[src/cim_defines.svh]
`ifndef CIM_DEFINES_SVH
`define CIM_DEFINES_SVH
// Summary of operation
// - Armed counter measures one gate period, rising-to-rising or falling-to-falling.
// - Source edges of chosen polarity between the two gate edges are counted and returned.
// - Position count changes only after an arm event.
// - X1: up on A rise when A leads, down on A fall when B leads.
// - X2: count on both A edges, direction from leading channel.
// - X4: count on every A and B edge, direction from leading channel.
// - In X1, X2 and X4 (not two-pulse), index high in the programmed A/B phase loads the reload value.
// - A count step due together with reload is applied before the reload.
// - Reload completes within one timebase period; counting continues from it.
// - Two-pulse: up on an A rise without a B rise, down on a B rise without an A rise.
// - Buffered position: count captured on each sample edge and passed on.
// - Sampling never alters the position count; samples are cumulative since arm.
// - Sample clock arrives on gate input, rising or falling edge as configured.
// - Hardware-timed single point position behaves as buffered sample-clocked position.
// - Edge separation: after arm, active aux edge starts counting source edges.
// - Further aux edges are ignored once separation counting runs.
// - Active gate edge stops separation counting; count goes to result store.
// - Aux and gate active edges each selectable rising or falling.
// - After one stored separation result, inputs ignored until software reads it.

// Register word offsets
`define CIM_OFS_CTRL     4'h0
`define CIM_OFS_CMD      4'h1
`define CIM_OFS_RELOAD   4'h2
`define CIM_OFS_POSITION 4'h3
`define CIM_OFS_RESULT   4'h4
`define CIM_OFS_STATUS   4'h5

// Control fields
`define CIM_CTRL_MODE_LSB 0
`define CIM_CTRL_MODE_MSB 2
`define CIM_CTRL_GATE_POL 3
`define CIM_CTRL_SRC_POL  4
`define CIM_CTRL_AUX_POL  5
`define CIM_CTRL_SAMPLE   6
`define CIM_CTRL_PH_B     7
`define CIM_CTRL_PH_A     8
`define CIM_CTRL_IDX_EN   9
`define CIM_CTRL_W        10
`define CIM_CTRL_RST      10'h000

// Command bits
`define CIM_CMD_ARM    0
`define CIM_CMD_DISARM 1

// Status fields
`define CIM_ST_BUSY   0
`define CIM_ST_RVALID 1
`define CIM_ST_STATE  2

// Synchroniser lanes
`define CIM_IN_A   0
`define CIM_IN_B   1
`define CIM_IN_Z   2
`define CIM_IN_G   3
`define CIM_IN_X   4
`define CIM_IN_S   5
`define CIM_IN_N   6
`endif

[src/cim_pkg.sv]
package cim_pkg;
    typedef enum logic [2:0] {
        CIM_PERIOD  = 3'h0,
        CIM_QX1     = 3'h1,
        CIM_QX2     = 3'h2,
        CIM_QX4     = 3'h3,
        CIM_TWOPULS = 3'h4,
        CIM_EDGESEP = 3'h5
    } cim_mode_t;

    typedef enum logic [1:0] {
        CIM_IDLE = 2'h0,
        CIM_WAIT = 2'h1,
        CIM_RUN  = 2'h2,
        CIM_DONE = 2'h3
    } cim_state_t;
endpackage

[src/cim_counter.sv]
`include "cim_defines.svh"

module cim_counter #(
    parameter int CW = 32
) (
    input  wire logic          CORE_CLK,
    input  wire logic          SYS_RST,
    input  wire logic          ENC_A,
    input  wire logic          ENC_B,
    input  wire logic          ENC_Z,
    input  wire logic          GATE_IN,
    input  wire logic          AUX_IN,
    input  wire logic          SRC_IN,
    input  wire logic [3:0]    REG_ADDR,
    input  wire logic [CW-1:0] REG_WDATA,
    input  wire logic          REG_WR,
    input  wire logic          REG_RD,
    output logic      [CW-1:0] REG_RDATA,
    output logic               SMP_VALID,
    output logic      [CW-1:0] SMP_DATA
);

    // ------------------------------------------------------------
    // State
    // ------------------------------------------------------------
    typedef struct packed {
        logic [`CIM_CTRL_W-1:0] ctrl;
        logic [CW-1:0]          reload;
        cim_pkg::cim_state_t    state;
        logic [CW-1:0]          count;
        logic [CW-1:0]          result;
        logic                   rvalid;
        logic [`CIM_IN_N-1:0]   meta;
        logic [`CIM_IN_N-1:0]   sync;
        logic [`CIM_IN_N-1:0]   prev;
        logic                   smp_valid;
        logic [CW-1:0]          smp_data;
        logic [CW-1:0]          rdata;
    } cim_regs_t;

    cim_regs_t q;
    cim_regs_t d;

    // ------------------------------------------------------------
    // Decoded controls and edges
    // ------------------------------------------------------------
    cim_pkg::cim_mode_t mode;
    logic               a;
    logic               b;
    logic               a_rise;
    logic               a_fall;
    logic               b_rise;
    logic               b_fall;
    logic               g_act;
    logic               x_act;
    logic               s_act;
    logic               up;
    logic               down;
    logic               is_pos;
    logic               reload_hit;
    logic               arm;
    logic               disarm;
    logic               wr_ctrl;
    logic               rd_result;

    assign mode = cim_pkg::cim_mode_t'(q.ctrl[`CIM_CTRL_MODE_MSB:`CIM_CTRL_MODE_LSB]);

    // Edges come only from the second and third stages
    assign a      = q.sync[`CIM_IN_A];
    assign b      = q.sync[`CIM_IN_B];
    assign a_rise = a & ~q.prev[`CIM_IN_A];
    assign a_fall = ~a & q.prev[`CIM_IN_A];
    assign b_rise = b & ~q.prev[`CIM_IN_B];
    assign b_fall = ~b & q.prev[`CIM_IN_B];

    // Polarity bit low selects the rising edge
    assign g_act = q.ctrl[`CIM_CTRL_GATE_POL] ?
                   (~q.sync[`CIM_IN_G] & q.prev[`CIM_IN_G]) :
                   (q.sync[`CIM_IN_G] & ~q.prev[`CIM_IN_G]);
    assign x_act = q.ctrl[`CIM_CTRL_AUX_POL] ?
                   (~q.sync[`CIM_IN_X] & q.prev[`CIM_IN_X]) :
                   (q.sync[`CIM_IN_X] & ~q.prev[`CIM_IN_X]);
    assign s_act = q.ctrl[`CIM_CTRL_SRC_POL] ?
                   (~q.sync[`CIM_IN_S] & q.prev[`CIM_IN_S]) :
                   (q.sync[`CIM_IN_S] & ~q.prev[`CIM_IN_S]);

    assign is_pos = (mode == cim_pkg::CIM_QX1) |
                    (mode == cim_pkg::CIM_QX2) |
                    (mode == cim_pkg::CIM_QX4) |
                    (mode == cim_pkg::CIM_TWOPULS);

    // ------------------------------------------------------------
    // Encoder step decode
    // ------------------------------------------------------------
    always_comb begin
        up   = 1'b0;
        down = 1'b0;
        unique case (mode)
            cim_pkg::CIM_QX1: begin
                // With B low, A rising means A leads; A falling means B led
                up   = a_rise & ~b;
                down = a_fall & ~b;
            end
            cim_pkg::CIM_QX2: begin
                up   = (a_rise & ~b) | (a_fall & b);
                down = (a_rise & b) | (a_fall & ~b);
            end
            cim_pkg::CIM_QX4: begin
                up   = (a_rise & ~b) | (a_fall & b) |
                       (b_rise & a) | (b_fall & ~a);
                down = (a_rise & b) | (a_fall & ~b) |
                       (b_rise & ~a) | (b_fall & a);
            end
            cim_pkg::CIM_TWOPULS: begin
                // Simultaneous rises cancel out
                up   = a_rise & ~b_rise;
                down = b_rise & ~a_rise;
            end
            default: begin
                up   = 1'b0;
                down = 1'b0;
            end
        endcase
    end

    // Reload is a level test, so deferring it one cycle behind a step is
    // harmless: the phase and index are still true on the next edge.
    assign reload_hit = q.ctrl[`CIM_CTRL_IDX_EN] & q.sync[`CIM_IN_Z] &
                        (mode != cim_pkg::CIM_TWOPULS) &
                        (a == q.ctrl[`CIM_CTRL_PH_A]) &
                        (b == q.ctrl[`CIM_CTRL_PH_B]);

    // ------------------------------------------------------------
    // Register strobes
    // ------------------------------------------------------------
    assign arm       = REG_WR & (REG_ADDR == `CIM_OFS_CMD) & REG_WDATA[`CIM_CMD_ARM];
    assign disarm    = REG_WR & (REG_ADDR == `CIM_OFS_CMD) & REG_WDATA[`CIM_CMD_DISARM];
    assign wr_ctrl   = REG_WR & (REG_ADDR == `CIM_OFS_CTRL);
    assign rd_result = REG_RD & (REG_ADDR == `CIM_OFS_RESULT);

    // ------------------------------------------------------------
    // Next state
    // ------------------------------------------------------------
    always_comb begin
        d           = q;
        d.smp_valid = 1'b0;

        // Two-flop synchroniser plus one history stage
        d.meta = {SRC_IN, AUX_IN, GATE_IN, ENC_Z, ENC_B, ENC_A};
        d.sync = q.meta;
        d.prev = q.sync;

        // Measurement engine
        unique case (q.state)
            cim_pkg::CIM_IDLE: begin
                // Nothing counts until armed
            end
            cim_pkg::CIM_WAIT: begin
                if (mode == cim_pkg::CIM_EDGESEP) begin
                    if (x_act) begin
                        d.count = '0;
                        d.state = cim_pkg::CIM_RUN;
                    end
                end else if (g_act) begin
                    d.count = '0;
                    d.state = cim_pkg::CIM_RUN;
                end
            end
            cim_pkg::CIM_RUN: begin
                if (is_pos) begin
                    if (up) begin
                        d.count = q.count + 1'b1;
                    end else if (down) begin
                        d.count = q.count - 1'b1;
                    end else if (reload_hit) begin
                        d.count = q.reload;
                    end
                    // Sample edge copies the count and leaves it running
                    if (q.ctrl[`CIM_CTRL_SAMPLE] & g_act) begin
                        d.smp_valid = 1'b1;
                        d.smp_data  = q.count;
                    end
                end else begin
                    // Aux edges are not looked at while running
                    if (g_act) begin
                        d.result = q.count + (s_act ? 1'b1 : 1'b0);
                        d.rvalid = 1'b1;
                        d.state  = cim_pkg::CIM_DONE;
                    end else if (s_act) begin
                        d.count = q.count + 1'b1;
                    end
                end
            end
            cim_pkg::CIM_DONE: begin
                // All input edges ignored until the result is read
                if (rd_result) begin
                    d.state = cim_pkg::CIM_IDLE;
                end
            end
        endcase

        if (rd_result & (q.state != cim_pkg::CIM_RUN | ~g_act | is_pos)) begin
            d.rvalid = 1'b0;
        end

        // Software control; arm leaves the count as it is, so a preset written before it stands
        if (wr_ctrl) begin
            d.ctrl = REG_WDATA[`CIM_CTRL_W-1:0];
        end
        if (REG_WR & (REG_ADDR == `CIM_OFS_RELOAD)) begin
            d.reload = REG_WDATA;
        end
        if (REG_WR & (REG_ADDR == `CIM_OFS_POSITION) & (q.state != cim_pkg::CIM_RUN)) begin
            d.count = REG_WDATA;
        end
        if (disarm) begin
            d.state = cim_pkg::CIM_IDLE;
        end else if (arm) begin
            d.rvalid = 1'b0;
            if (is_pos) begin
                d.state = cim_pkg::CIM_RUN;
            end else begin
                d.state = cim_pkg::CIM_WAIT;
            end
        end

        // Read port: data one cycle after the strobe, zero otherwise
        d.rdata = '0;
        if (REG_RD) begin
            unique case (REG_ADDR)
                `CIM_OFS_CTRL: begin
                    d.rdata = CW'(q.ctrl);
                end
                `CIM_OFS_RELOAD: begin
                    d.rdata = q.reload;
                end
                `CIM_OFS_POSITION: begin
                    d.rdata = q.count;
                end
                `CIM_OFS_RESULT: begin
                    d.rdata = q.result;
                end
                `CIM_OFS_STATUS: begin
                    d.rdata                            = '0;
                    d.rdata[`CIM_ST_BUSY]              = (q.state == cim_pkg::CIM_WAIT) |
                                                         (q.state == cim_pkg::CIM_RUN);
                    d.rdata[`CIM_ST_RVALID]            = q.rvalid;
                    d.rdata[`CIM_ST_STATE+1:`CIM_ST_STATE] = q.state;
                end
                default: begin
                    d.rdata = '0;
                end
            endcase
        end
    end

    // ------------------------------------------------------------
    // Registers
    // ------------------------------------------------------------
    always_ff @(posedge CORE_CLK or posedge SYS_RST) begin
        if (SYS_RST) begin
            q           <= '0;
            q.ctrl      <= `CIM_CTRL_RST;
            q.state     <= cim_pkg::CIM_IDLE;
        end else begin
            q <= d;
        end
    end

    assign REG_RDATA = q.rdata;
    assign SMP_VALID = q.smp_valid;
    assign SMP_DATA  = q.smp_data;

endmodule

[config.mk]
export PLATFORM = sky130hd
export DESIGN_NAME = cim_counter
export DESIGN_NICKNAME = d
export VERILOG_FILES = /design/src/cim_pkg.sv /design/src/cim_counter.sv
export VERILOG_INCLUDE_DIRS = /design/src
export SDC_FILE = /design/constraint.sdc
export NUM_CORES = 1
export LEC_CHECK = 0
export BUFFER_PORTS_ARGS = -buffer_cell sky130_fd_sc_hd__buf_2
export CAP_MARGIN = 30
export CORE_ASPECT_RATIO = 2
export CORE_MARGIN = 3
export CORE_UTILIZATION = 60
export CTS_CLUSTER_SIZE = 30
export DETAILED_ROUTE_END_ITERATION = 16
export GPL_TIMING_DRIVEN = 0
export PLACE_DENSITY_LB_ADDON = 0.12
export SLEW_MARGIN = 20
export SYNTH_ARGS = -nofsm -noshare
export SYNTH_HDL_FRONTEND = slang
export SYNTH_SLANG_ARGS = --single-unit
[constraint.sdc]
create_clock -name CORE_CLK -period 12.96 [get_ports CORE_CLK]
set_clock_uncertainty 0.15 [all_clocks]
set_input_delay 1.944 -clock CORE_CLK [delete_from_list [all_inputs] [get_ports CORE_CLK]]
set_output_delay 1.944 -clock CORE_CLK [all_outputs]
set_load 0.02 [all_outputs]
# After elaboration in Yosys (flattened, before gate mapping)

Cells that the tools add are included.

$add $sub $neg: 3
Equal/unequal tests: 27
Muxes and demuxes: 35
Bitwise gates (word level): 60
Reductions and logical operators: 7

Operator list:

| kind                                                 | number |
|---|---|
| two-way mux 32 bit                                   | 8 |
| one-hot mux 32 bit (5 select lines)                  | 1 |
| two-way mux 34 bit                                   | 3 |
| two-way mux 33 bit                                   | 3 |
| one-hot mux 32 bit (2 select lines)                  | 1 |
| bitwise AND 1 bit                                    | 34 |
| adder 32 x 1 -> 32 bit                               | 1 |
| adder 32 x 1 -> 32 bit (second input constant)       | 1 |
| subtractor 32 x 1 -> 32 bit (second input constant)  | 1 |
| != test 4 bit (second input constant)                | 7 |
| NOT 1 bit                                            | 14 |
| two-way mux 2 bit                                    | 6 |
| bitwise OR 1 bit                                     | 12 |
| AND reduction 6 bit                                  | 2 |
| two-way mux 1 bit                                    | 10 |
| != test 5 bit (second input constant)                | 2 |
| equality test 4 x 2 -> 1 bit (second input constant) | 2 |
| equality test 4 x 3 -> 1 bit (second input constant) | 2 |
| one-hot mux 1 bit (4 select lines)                   | 2 |
| equality test 3 x 2 -> 1 bit (second input constant) | 2 |
| equality test 3 bit (second input constant)          | 2 |
| != test 6 bit (second input constant)                | 1 |
| one-hot mux 2 bit (3 select lines)                   | 1 |
| AND reduction 3 bit                                  | 2 |
| other kinds (10)                                     | 12 |

Bits in registers: 192

# Logic depth before layout (Yosys ltp)

Gate-level depths: netlist of the first run.

Word-level depth: 12
Gate-level depth with buffers: 12
Mapped depth without buffers: 10

# Worst setup path before layout of the first run

No wires, ideal clock.

Kind: input port to flip-flop
From: input port REG_ADDR[0]
To: register q[123] in the netlist's numbering
Setup time: 0.125 ns
Arrival: 3.541 ns
Data required time: 12.685 ns
Path slack: 9.144 ns
Stages: 10
Cells stage by stage: clkbuf_1 nand2_1 nor3_2 and3_1 buf_2 nand2b_1 and2_1 clkbuf_1 buf_6 mux2_4

Longest elaborated chain between the ends: 5
Elaborated cells on any way between the ends: 11

Ends and longest elaborated chain:

| element                                         | RTL line           | RTL |
|---|---|---|
| start: declaration                              | cim_counter.sv:14  | `input wire logic [3:0] REG_ADDR,` |
| equality test 4 x 2 -> 1 bit (*)                | n/a                |  |
| bitwise AND 1 bit (*) (2 in series)             | cim_counter.sv:213 | `` if (REG_WR & (REG_ADDR == `CIM_OFS_POSITION) & (q.state != cim_pkg::CIM_RUN)) begin `` |
| != test 6 bit (no line) (tied with other cells) | n/a                |  |
| AND reduction 6 bit (no line)                   | n/a                |  |
| end: declaration                                | cim_counter.sv:41  | `cim_regs_t q;` |

Every way passes the cells marked *; elsewhere a longest branch is shown, timed or not.
A chain may end at the register's enable or synchronous reset.

# Worst setup path in the final report of the first run

From: input port REG_ADDR[0]
To: register q[130] in the netlist's numbering

The elaborated chain is that of the path after synthesis.

==> results of run 1 <==
## logic make-up (layout without fill, tap and decap cells)
family | after synthesis | after routing | share of synthesized area, %
xor gates and xnor gates | 74 | 74 | 6.032
DFF | 191 | 191 | 44.49
muxes | 85 | 85 | 8.920
buffers and inverters | 172 | 312 | 8.816
and+or+nand+nor | 330 | 330 | 15.44
adders and majority gates | 7 | 7 | 0.8151
AOI/OAI and AO/OA | 236 | 236 | 15.49
## through the flow
| stage | hold WS (ns) | cell area, um^2 | std cells |
|---|---|---|---|
| 3_3_place_gp | 0.1828 | 11540 | 1412 |
| 2_1_floorplan | 0.1812 | 10740 | 1095 |
| 5_1_grt | 0.2074 | 12160 | 1445 |
| 6_report | 0.2017 | 12160 | 1445 |
| 4_1_cts | 0.2046 | 12150 | 1444 |
| 3_5_place_dp | 0.1879 | 11580 | 1413 |
## synthesized netlist by cell type, types with 7 or more instances
master | count | area share (%)
a21oi_1 | 35 | 1.6
a222oi_1 | 26 | 2.4
a22oi_1 | 22 | 1.5
a31oi_1 | 26 | 1.5
a32oi_1 | 10 | 0.82
and3_1 | 10 | 0.58
buf_2 | 22 | 1.0
buf_4 | 67 | 4.7
clkbuf_1 | 60 | 2.1
dfrtp_1 | 191 | 44
ha_1 | 7 | 0.82
inv_1 | 15 | 0.52
mux2_2 | 78 | 8.2
nand2_1 | 108 | 3.8
nand3_1 | 27 | 1.3
nand4_1 | 14 | 0.82
nor2_1 | 77 | 2.7
nor3_1 | 23 | 1.1
o21ai_0 | 54 | 2.5
xnor2_1 | 38 | 3.1
xor2_1 | 36 | 2.9
## final timing paths
kind | start | end | slack (ns) | cells past startpoint
worst max-delay path | REG_ADDR[0] | q[130] | 8.35 | 9
worst min-delay path | d[71] | a | 0.20 | 0
worst max register to register | q[186] | q[114] | 9.09 | 10
worst min register to register | d[71] | a | 0.20 | 0
max in group asynchronous | SYS_RST | mode[0] | 10.29 | 3
min in group asynchronous | SYS_RST | q[125] | 1.43 | 2
## final cells by class
| type | instances | area [um^2] | share of cell area, % |
|---|---|---|---|
| plain buffers | 157 | 890.9 | 7.327 |
| inverters | 15 | 63.81 | 0.5248 |
| multi-input cells | 732 | 5024 | 41.31 |
| clock buffers | 18 | 439.2 | 3.612 |
| clock inverters | 13 | 128.9 | 1.060 |
| flip-flops and latches | 191 | 4780 | 39.31 |
| repair buffers | 109 | 570.5 | 4.692 |
| well taps | 210 | 262.8 | 2.161 |
## flip-flops by register name, summed over array words and instances (netlist names)
register   cells
b              1
mode           3
REG_RDATA     32
d             10
SMP_VALID      1
q            111
a              1
SMP_DATA      32
## layer usage
| metal | up-vias | part of all wire, % | wire (um) |
|---|---|---|---|
| li1 | 4132 | - | - |
| met1 | 4641 | 34 | 11770 |
| met2 | 491 | 51 | 17560 |
| met3 | 176 | 6.6 | 2288 |
| met4 | 0 | 8.5 | 2949 |
| met5 | - | 0 | 0 |
## report_power, final
part | switching [mW] | total, mW | internal (mW)
logic | 0.713 | 1.16 | 0.448
registers | 0.126 | 0.897 | 0.770
clock network | 0.260 | 0.519 | 0.258
total | 1.10 | 2.58 | 1.48
==> out/qor.yml, run 1 <==
crit_path_start_kind: "input pin"
die_w_um: 100.6
crit_buf_inv: 4
nFillCells: 1418
pwr_density_cell_nw_per_um2: 211.8
worstSetupEndpointType: "flop"
place_ws_ns: 8.119
dp_hpwl_mm: 25.02
slew_viol_final: 0
path_cells: "clkbuf_1, nand2_1, nor3_2, and3_1, buf_2, clkbuf_1, clkbuf_1, nand2_1, a31oi_1"
max_freq_mhz: 216.7
critPathArrivalTime_ns: 4.83
p_leak_nw: 5.344
crit_top_cell: "clkbuf_1"
via_per_inst: 6.533
tightest_slew_ns: 1.074
avgSynthCellArea_um2: 9.812
met2_usage_pct: 60.67
antenna_cells: 0
port_buffers: 107
root_buffer: "clkbuf_16"
syn2layout_area_growth_pct: 13.17
grtUsageMet3_pct: 5.327
final.min_clock_period_ns: 4.614
crit_required_ns: 13.18
setup_ws_ns: 8.346
ctsHtreeMaxLevel: 4
grt_pass1_vias: 9631
postCtsHoldBufs: 0
syn_inst: 1095
drv_cap: 0
drt_iter0_drc: 713
rsz0062_at_grt: "false"
coreArea_um2: 17440
synth-seq-area-share_pct: 44.49
critPathKind: "input pin to flop"
post-route-period-util_pct: 35.60
rows: 68
grt_first_pass_wirelength_mm: 53.36
async_flop_share_pct: 100.0
max_slew_margin_pct: 28.11
vdd_drop_max_uv: 147.3
insertion_delay_ns: 0.45
die-height_um: 195.2
gp_congestion: 0.9852
ios: 111
cts_resized: 0
busiest_layer: "met2"
yosysWarnings: 0
design_power_total_mw: 2.576
grt_max_degree: 104
syn_area_um2: 10740
grtUsageTotal_pct: 35.98
post-route-util_pct: 69.71
numCtsBuffers: 17
drc_errors: 0
slowest_stage: "clkbuf_1"
antenna_found_initial: 0
final_common_cell: "dfrtp_1"
synth_edf_count: 0
routedWlPerCell_um: 23.92
synth_nets: 1148
final_nets: 1276
hp-class: "flop to flop"
finalSetupTns_ns: 0
synth_ff_type: "dfrtp_1"
path_max_fanout: 10
firstDrtPassIters: 7
cts_sinks: 191
status: "finished, final reports clean"
cts_tree: "built"
gr-total-overflow: 0
design.die.area_um2: 19650
final_cell_mix: "dfrtp_1 (191), buf_2 (129), nand2_1 (108), mux2_2 (78), nor2_1 (77)"
ys_ff_latch: 191
initial_utilization_pct: 61.60
drive_gt1_share_pct: 27.04
routed_wirelength_mm: 34.57
slowest_delay_ns: 0.66
clk_pin_slew_worst_paths_ns: 0.07
yosysUniqueCellTypes: 83
path_delay_family: "buffers and inverters"
clock_path_buffers: 2
antenna_left: 0
hold_viol: 0
met1_usage_pct: 39.30
setup_viol: 0
cts_setup_buffers: 0
vias: 9440
Power figures use the tool's default switching activity.
==> run 2, diff against run 1 <==
--- a/config.mk
+++ b/config.mk
@@ -6,6 +6,7 @@
 export SDC_FILE = /design/constraint.sdc
 export NUM_CORES = 1
 export LEC_CHECK = 0
+export ABC_AREA = 1
 export BUFFER_PORTS_ARGS = -buffer_cell sky130_fd_sc_hd__buf_2
 export CAP_MARGIN = 30
 export CORE_ASPECT_RATIO = 2
==> constraint.sdc (replaced) <==
create_clock -name CORE_CLK -period 4.6 [get_ports CORE_CLK]
set_clock_uncertainty 0.15 [all_clocks]
set_input_delay 0.69 -clock CORE_CLK [delete_from_list [all_inputs] [get_ports CORE_CLK]]
set_output_delay 0.69 -clock CORE_CLK [all_outputs]
set_load 0.02 [all_outputs]
==> run 2 against run 1 <==
  * Critical path depth is the same
  * Largest power group unchanged
  * Combinational power rose to 3.4 times the previous value
  * Clock-buffer cell count up 1
  * Global-route usage grew 6.8 points
  * Routed wire length grew 29%
  * Cell count grew 42%
  * Clock power grew to 2.8 times the previous value
==> out/qor.yml, run 2 <==
vdd_drop_max_uv: 341.7  # +130%
finish.instance_area_um2: 13160  # +8.3%
vias: 11810  # +25%
async_flop_share_pct: 100.0  # unchanged
ys_ff_latch: 191  # unchanged
tightest_slew_ns: 0.9909  # -0.08278 ns
final_nets: 1835  # +44%
synth_nets: 1700  # +48%
dr_wl_met3_mm: 3.308  # +45%
crit_path_start_kind: "flop"
setup_viol: 0  # unchanged
grtUsageTotal_pct: 42.83  # +6.8 points
drt_iter0_drc: 1024  # +44%
reg2reg_slack_ns: 1.41  # -7.68 ns
antenna_left: 0  # unchanged
setup_ws_ns: 1.410  # -6.936 ns
drv_cap: 0  # unchanged
postCtsHoldBufs: 0  # unchanged
synth_ff_type: "dfrtp_1"
grt_pass1_vias: 11730  # +22%
synthTopCellsByArea: "dfrtp_1 (41%), nand2_1 (17%), inv_1 (5.4%)"
drive_gt1_share_pct: 15.60  # -11 points
critPathKind: "flop to flop"
root_buffer: "clkbuf_16"
slowest_delay_ns: 0.70  # +0.04 ns
max_freq_mhz: 313.4
crit_buf_inv: 1  # -3
routed-wl-met2_mm: 21.91  # +25%
cts_setup_buffers: 0  # unchanged
dp_hpwl_mm: 34.82  # +39%
port_buffers: 110  # +2.8%
path_cells: "ha_1, ha_1, inv_1, nor2_2, nand2_1, nor4_2, nand3_1, xor2_1, o21ai_1"
stdcell_count: 2050  # +42%
final.min_clock_period_ns: 3.190
p_leak_nw: 6.904  # +29%
path_delay_family: "simple AND/OR/NAND/NOR gates"
grt_max_degree: 36  # -65%
syn2layout_area_growth_pct: 13.45
rsz0062_at_grt: "false"
synth_edf_count: 0  # unchanged
top_register: "q"
antenna_found_initial: 0  # unchanged
grt_first_pass_wirelength_mm: 67.02  # +26%
cp-startpoint: "q[116]"
coreArea_um2: 18920  # +8.5%
crit_top_cell: "ha_1"
synth_top_area_cell: "dfrtp_1"
firstDrtPassIters: 6  # -1
die_w_um: 104.3  # +3.7%
cts_tree: "built"
hold_viol: 0  # unchanged
antenna_cells: 0  # unchanged
initial_utilization_pct: 61.32  # -0.28 points
avgSynthCellArea_um2: 7.045  # -28%
largest_register_ffs: 111  # unchanged
yosysUniqueCellTypes: 39  # -53%
route.layer.met1.wl_mm: 13.68  # +16%
rr_worst_depth: 9  # -1
gp_congestion: 1.124  # +14%
path_depth: 9  # unchanged
drc_errors: 0  # unchanged
ctsHtreeMaxLevel: 4  # unchanged
syn_area_um2: 11600  # +8.0%
cts_sinks: 191  # unchanged
dr.max_layer_used: "met4"
insertion_delay_ns: 0.45  # about the same
synth-seq-area-share_pct: 41.19  # -3.3 points
final_cell_mix: "nand2_1 (532), dfrtp_1 (191), inv_1 (166), nor2_1 (150), buf_2 (131)"
syn_inst: 1647  # +50%
place_ws_ns: 1.478  # -6.640 ns
die-height_um: 202.7  # +3.8%
path_max_fanout: 7  # -3
final_common_cell: "nand2_1"
ios: 111  # unchanged
via_per_inst: 5.761  # -12%
pwr_density_cell_nw_per_um2: 588.0  # +180%
post-route-period-util_pct: 69.36
yosysWarnings: 0  # unchanged
holdWs_ns: 0.09592  # -0.1058 ns
endpoint: "q[110]"
worstSetupEndpointType: "flop"
numCtsBuffers: 17  # unchanged
hp-class: "input pin to asynchronous set/reset pin"
max_slew_margin_pct: 33.94  # +5.8 points
dpl-instance-area_um2: 12610  # +8.8%
r2r-end: "q[110]"
timing.rr.start: "q[116]"
post-route-util_pct: 69.56  # -0.15 points
gr-total-overflow: 0  # unchanged
synth_top_area_share_pct: 41.19  # -3.3 points
routedWlPerCell_um: 21.75  # -9.1%
clock_path_buffers: 2  # unchanged
clk_pin_slew_worst_paths_ns: 0.08  # about the same
status: "finished, final reports clean"
design_power_total_mw: 7.740  # +200%
rows: 71  # +4.4%
cts_resized: 0  # unchanged
routed_wirelength_mm: 44.60  # +29%
crit_required_ns: 4.82  # -8.36 ns
design.die.area_um2: 21140  # +7.6%
slew_viol_final: 0  # unchanged
critPathArrivalTime_ns: 3.41  # -1.42 ns
finalSetupTns_ns: 0  # unchanged
synthTopCellsByCount: "nand2_1 (532), dfrtp_1 (191), inv_1 (167)"
post-synth-top-count-cell: "nand2_1"
slowest_stage: "nor4_2"
dp_cells: 2018  # +43%
## run 2: cell count changes after synthesis, moves of 13 or more
cell,delta
nand3_1,+95
mux2_2,-74
o21ai_0,+56
nand2_1,+424
a31oi_1,-25
xnor2_1,-35
inv_1,+152
o21ai_1,+25
a222oi_1,-26
nor3_1,-13
nor2_1,+74
a22oi_1,-22
## run 2: worst min-delay path by stage
stage,startpoint,end,slack [ns],depth (start not counted)
after floorplan,d[71],a,0.18,0
after global placement,d[76],d[70],0.19,0
after detailed placement,d[75],d[69],0.19,0
after CTS,SYS_RST,REG_RDATA[13],0.10,2
after global routing,SYS_RST,SMP_DATA[18],0.12,2
final,SYS_RST,REG_RDATA[13],0.1,2
## run 2: routing by layer
layer | track usage, % | vias to the layer above
met5 | 0 | -
met4 | 44.89 | 0
met3 | 7.222 | 275
met2 | 72.99 | 687
met1 | 41.80 | 5437
li1 | - | 5412
## run 2: logic make-up (layout without fill, tap and decap cells)
group,Yosys count,count (layout),synth area share (%)
and+or+nand+nor,843,843,29.82
buffers and inverters,331,479,13.61
AOI/OAI and AO/OA,222,222,10.54
DFF,191,191,41.19
xor gates and xnor gates,49,49,3.699
adders and majority gates,7,7,0.7548
muxes,4,4,0.3882
## run 2: area by class of cell
type	instances	area [um^2]
Fill cell	1705	5759
Multi-Input combinational cell	1125	5246
Sequential cell	191	4780
Buffer	149	893.4
Inverter	182	689.4
Timing Repair Buffer	116	678.2
Clock buffer	19	442.9
Tap cell	255	319.1
Clock inverter	13	113.9
## run 2: report_power, final
group / switching (mW) / internal [mW] / total [mW]
sequential: 0.236 / 2.10 / 2.33
combinational: 2.80 / 1.16 / 3.95
clock: 0.724 / 0.728 / 1.45
total: 3.76 / 3.98 / 7.74
==> run 3, diff against run 2 <==
--- a/config.mk
+++ b/config.mk
@@ -6,7 +6,7 @@
 export SDC_FILE = /design/constraint.sdc
 export NUM_CORES = 1
 export LEC_CHECK = 0
-export ABC_AREA = 1
+export ABC_AREA = 0
 export BUFFER_PORTS_ARGS = -buffer_cell sky130_fd_sc_hd__buf_2
 export CAP_MARGIN = 30
 export CORE_ASPECT_RATIO = 2
==> constraint.sdc (replaced) <==
create_clock -name CORE_CLK -period 2.95 [get_ports CORE_CLK]
set_clock_uncertainty 0.15 [all_clocks]
set_input_delay 0.4425 -clock CORE_CLK [delete_from_list [all_inputs] [get_ports CORE_CLK]]
set_output_delay 0.4425 -clock CORE_CLK [all_outputs]
set_load 0.02 [all_outputs]
==> run 3 against run 2 <==
  * Setup slack worse by 1.3 ns
  * Non-clock buffer count up 17
  * Flip-flop and latch count unchanged
  * Die area down 7.1%
  * Sequential share of layout area up 2.0 points
  * Maximum frequency up 11%
  * Clock power up 59%
  * Cell count down 29%
  * Clock-buffer cell count down 2
  * Critical endpoint is now q[147]
==> out/qor.yml, run 3 (same netlist as run 1, synthesis figures left out) <==
insertion_delay_ns: 0.46  # about the same
pwr_density_cell_nw_per_um2: 920.7  # +57%
design.die.area_um2: 19650  # -7.1%
grtUsageTotal_pct: 36.56  # -6.3 points
rr_worst_depth: 8  # -1
final.min_clock_period_ns: 2.873  # -0.3171 ns
routed_wirelength_mm: 35.05  # -21%
final_common_cell: "dfrtp_1"
hp-class: "input pin to flop"
cts_tree: "built"
gp_congestion: 1.005  # -11%
critPathKind: "flop to flop"
ctsHtreeMaxLevel: 4  # unchanged
max_slew_margin_pct: 35.75  # +1.8 points
routedWlPerCell_um: 23.97  # +10%
p_leak_nw: 5.523  # -20%
setup_viol: 0  # unchanged
path_depth: 8  # -1
clk_pin_slew_worst_paths_ns: 0.08  # about the same
cts_sinks: 191  # unchanged
antenna_found_initial: 0  # unchanged
vias: 9540  # -19%
die-height_um: 195.2  # -3.7%
hold-path-cell-count: 2
final_cell_mix: "dfrtp_1 (189), buf_2 (128), nand2_1 (105), mux2_2 (78)"
place_ws_ns: -0.8981  # -2.377 ns
die_w_um: 100.6  # -3.6%
slew_viol_final: 0  # unchanged
clock_path_buffers: 2  # unchanged
path_cells: "buf_4, or4_4, nor4_4, and3_4, nand2_2, o31ai_2, a211oi_1, o31ai_1"
drc_errors: 0  # unchanged
crit_required_ns: 3.15  # -1.67 ns
firstDrtPassIters: 8  # +2
numCtsBuffers: 17  # unchanged
slowest_stage: "or4_4"
grt_max_degree: 36  # unchanged
hold_viol: 0  # unchanged
finish.instance_area_um2: 12490  # -5.1%
tightest_slew_ns: 0.9612  # -0.02970 ns
drv_cap: 0  # unchanged
top_register: "q"
drt_iter0_drc: 824  # -20%
gr-total-overflow: 0  # unchanged
status: "finished, final reports clean"
via_per_inst: 6.525  # +13%
path_delay_family: "simple AND/OR/NAND/NOR gates"
max_freq_mhz: 348.0  # +11%
port_buffers: 107  # -2.7%
path_max_fanout: 10  # +3
crit_path_start_kind: "flop"
dp_hpwl_mm: 25.50  # -27%
critPathArrivalTime_ns: 3.08  # -0.33 ns
dpl-instance-area_um2: 11690  # -7.3%
slowest_delay_ns: 0.57  # -0.13 ns
setup_ws_ns: 0.07671  # -1.333 ns
crit_buf_inv: 1  # unchanged
antenna_cells: 0  # unchanged
post-route-period-util_pct: 97.40  # +28 points
grt_first_pass_wirelength_mm: 54.31  # -19%
reg2reg_slack_ns: 0.08  # -1.33 ns
vdd_drop_max_uv: 502.5  # +47%
initial_utilization_pct: 61.60  # +0.28 points
worstSetupEndpointType: "flop"
root_buffer: "clkbuf_16"
grt_pass1_vias: 9927  # -15%
syn2layout_area_growth_pct: 16.25
nFillCells: 1399  # -18%
final_nets: 1292  # -30%
ios: 111  # unchanged
antenna_left: 0  # unchanged
coreArea_um2: 17440  # -7.8%
largest_register_ffs: 111  # unchanged
rows: 68  # -4.2%
drive_gt1_share_pct: 29.95  # +14 points
==> run 3: through the flow <==
step | total power [mW] | utilization (%) | TNS [ns] | hold WS [ns] | instances
6_report | 11.50 | 71.61 | 0 | 0.08620 | 1462
5_1_grt | 12.08 | 71.61 | -0.002271 | 0.08885 | 1462
4_1_cts | 11.30 | 71.09 | 0 | 0.08743 | 1460
3_5_place_dp | 8.955 | 67.01 | -13.71 | 0.1847 | 1418
3_3_place_gp | 8.809 | 66.20 | -268.01 | 0.1827 | 1412
2_1_floorplan | 7.440 | - | -20.05 | 0.1812 | 1095
==> run 3: power breakdown <==
| part | switching [mW] | internal (mW) | leakage (nW) | total [mW] |
|---|---|---|---|---|
| Clock | 1.18 | 1.13 | 0.285 | 2.31 |
| Sequential | 0.554 | 3.39 | 2.42 | 3.94 |
| Combinational | 3.20 | 2.05 | 2.82 | 5.25 |
| Total | 4.94 | 6.56 | 5.52 | 11.5 |
==> run 3: final timing paths <==
path,to,startpoint
max in group asynchronous,d[69],SYS_RST
min in group asynchronous,SMP_DATA[16],SYS_RST
max reg2reg,q[147],q[117]
min,q[169],REG_WDATA[19]
max,q[147],q[117]
min reg2reg,b,d[72]
==> run 3: repair_timing <==
item	in CTS	in global routing
resized for setup	16	31
pin swaps	3	5
hold endpoints to repair	32	0
hold buffers	7	0
setup endpoints to repair	67	51
setup buffers	3	3
==> run 3: per-layer routing <==
layer | part of all wire, % | GRT usage (%)
met1 | 34 | 39.50
met4 | 9.0 | 29.44
met3 | 6.2 | 6.042
met2 | 51 | 61.26
met5 | 0 | 0
==> run 3: final cells by class <==
cell class	instances	area, um^2	share of cell area, %
tap	210	262.8	2.104
buffer	156	912.1	7.303
clock inverter	15	146.4	1.172
multi-input combinational	732	5115	40.95
sequential	191	4782	38.29
timing repair buffer	126	785.8	6.291
inverter	15	60.06	0.4809
clock buffer	17	425.4	3.406
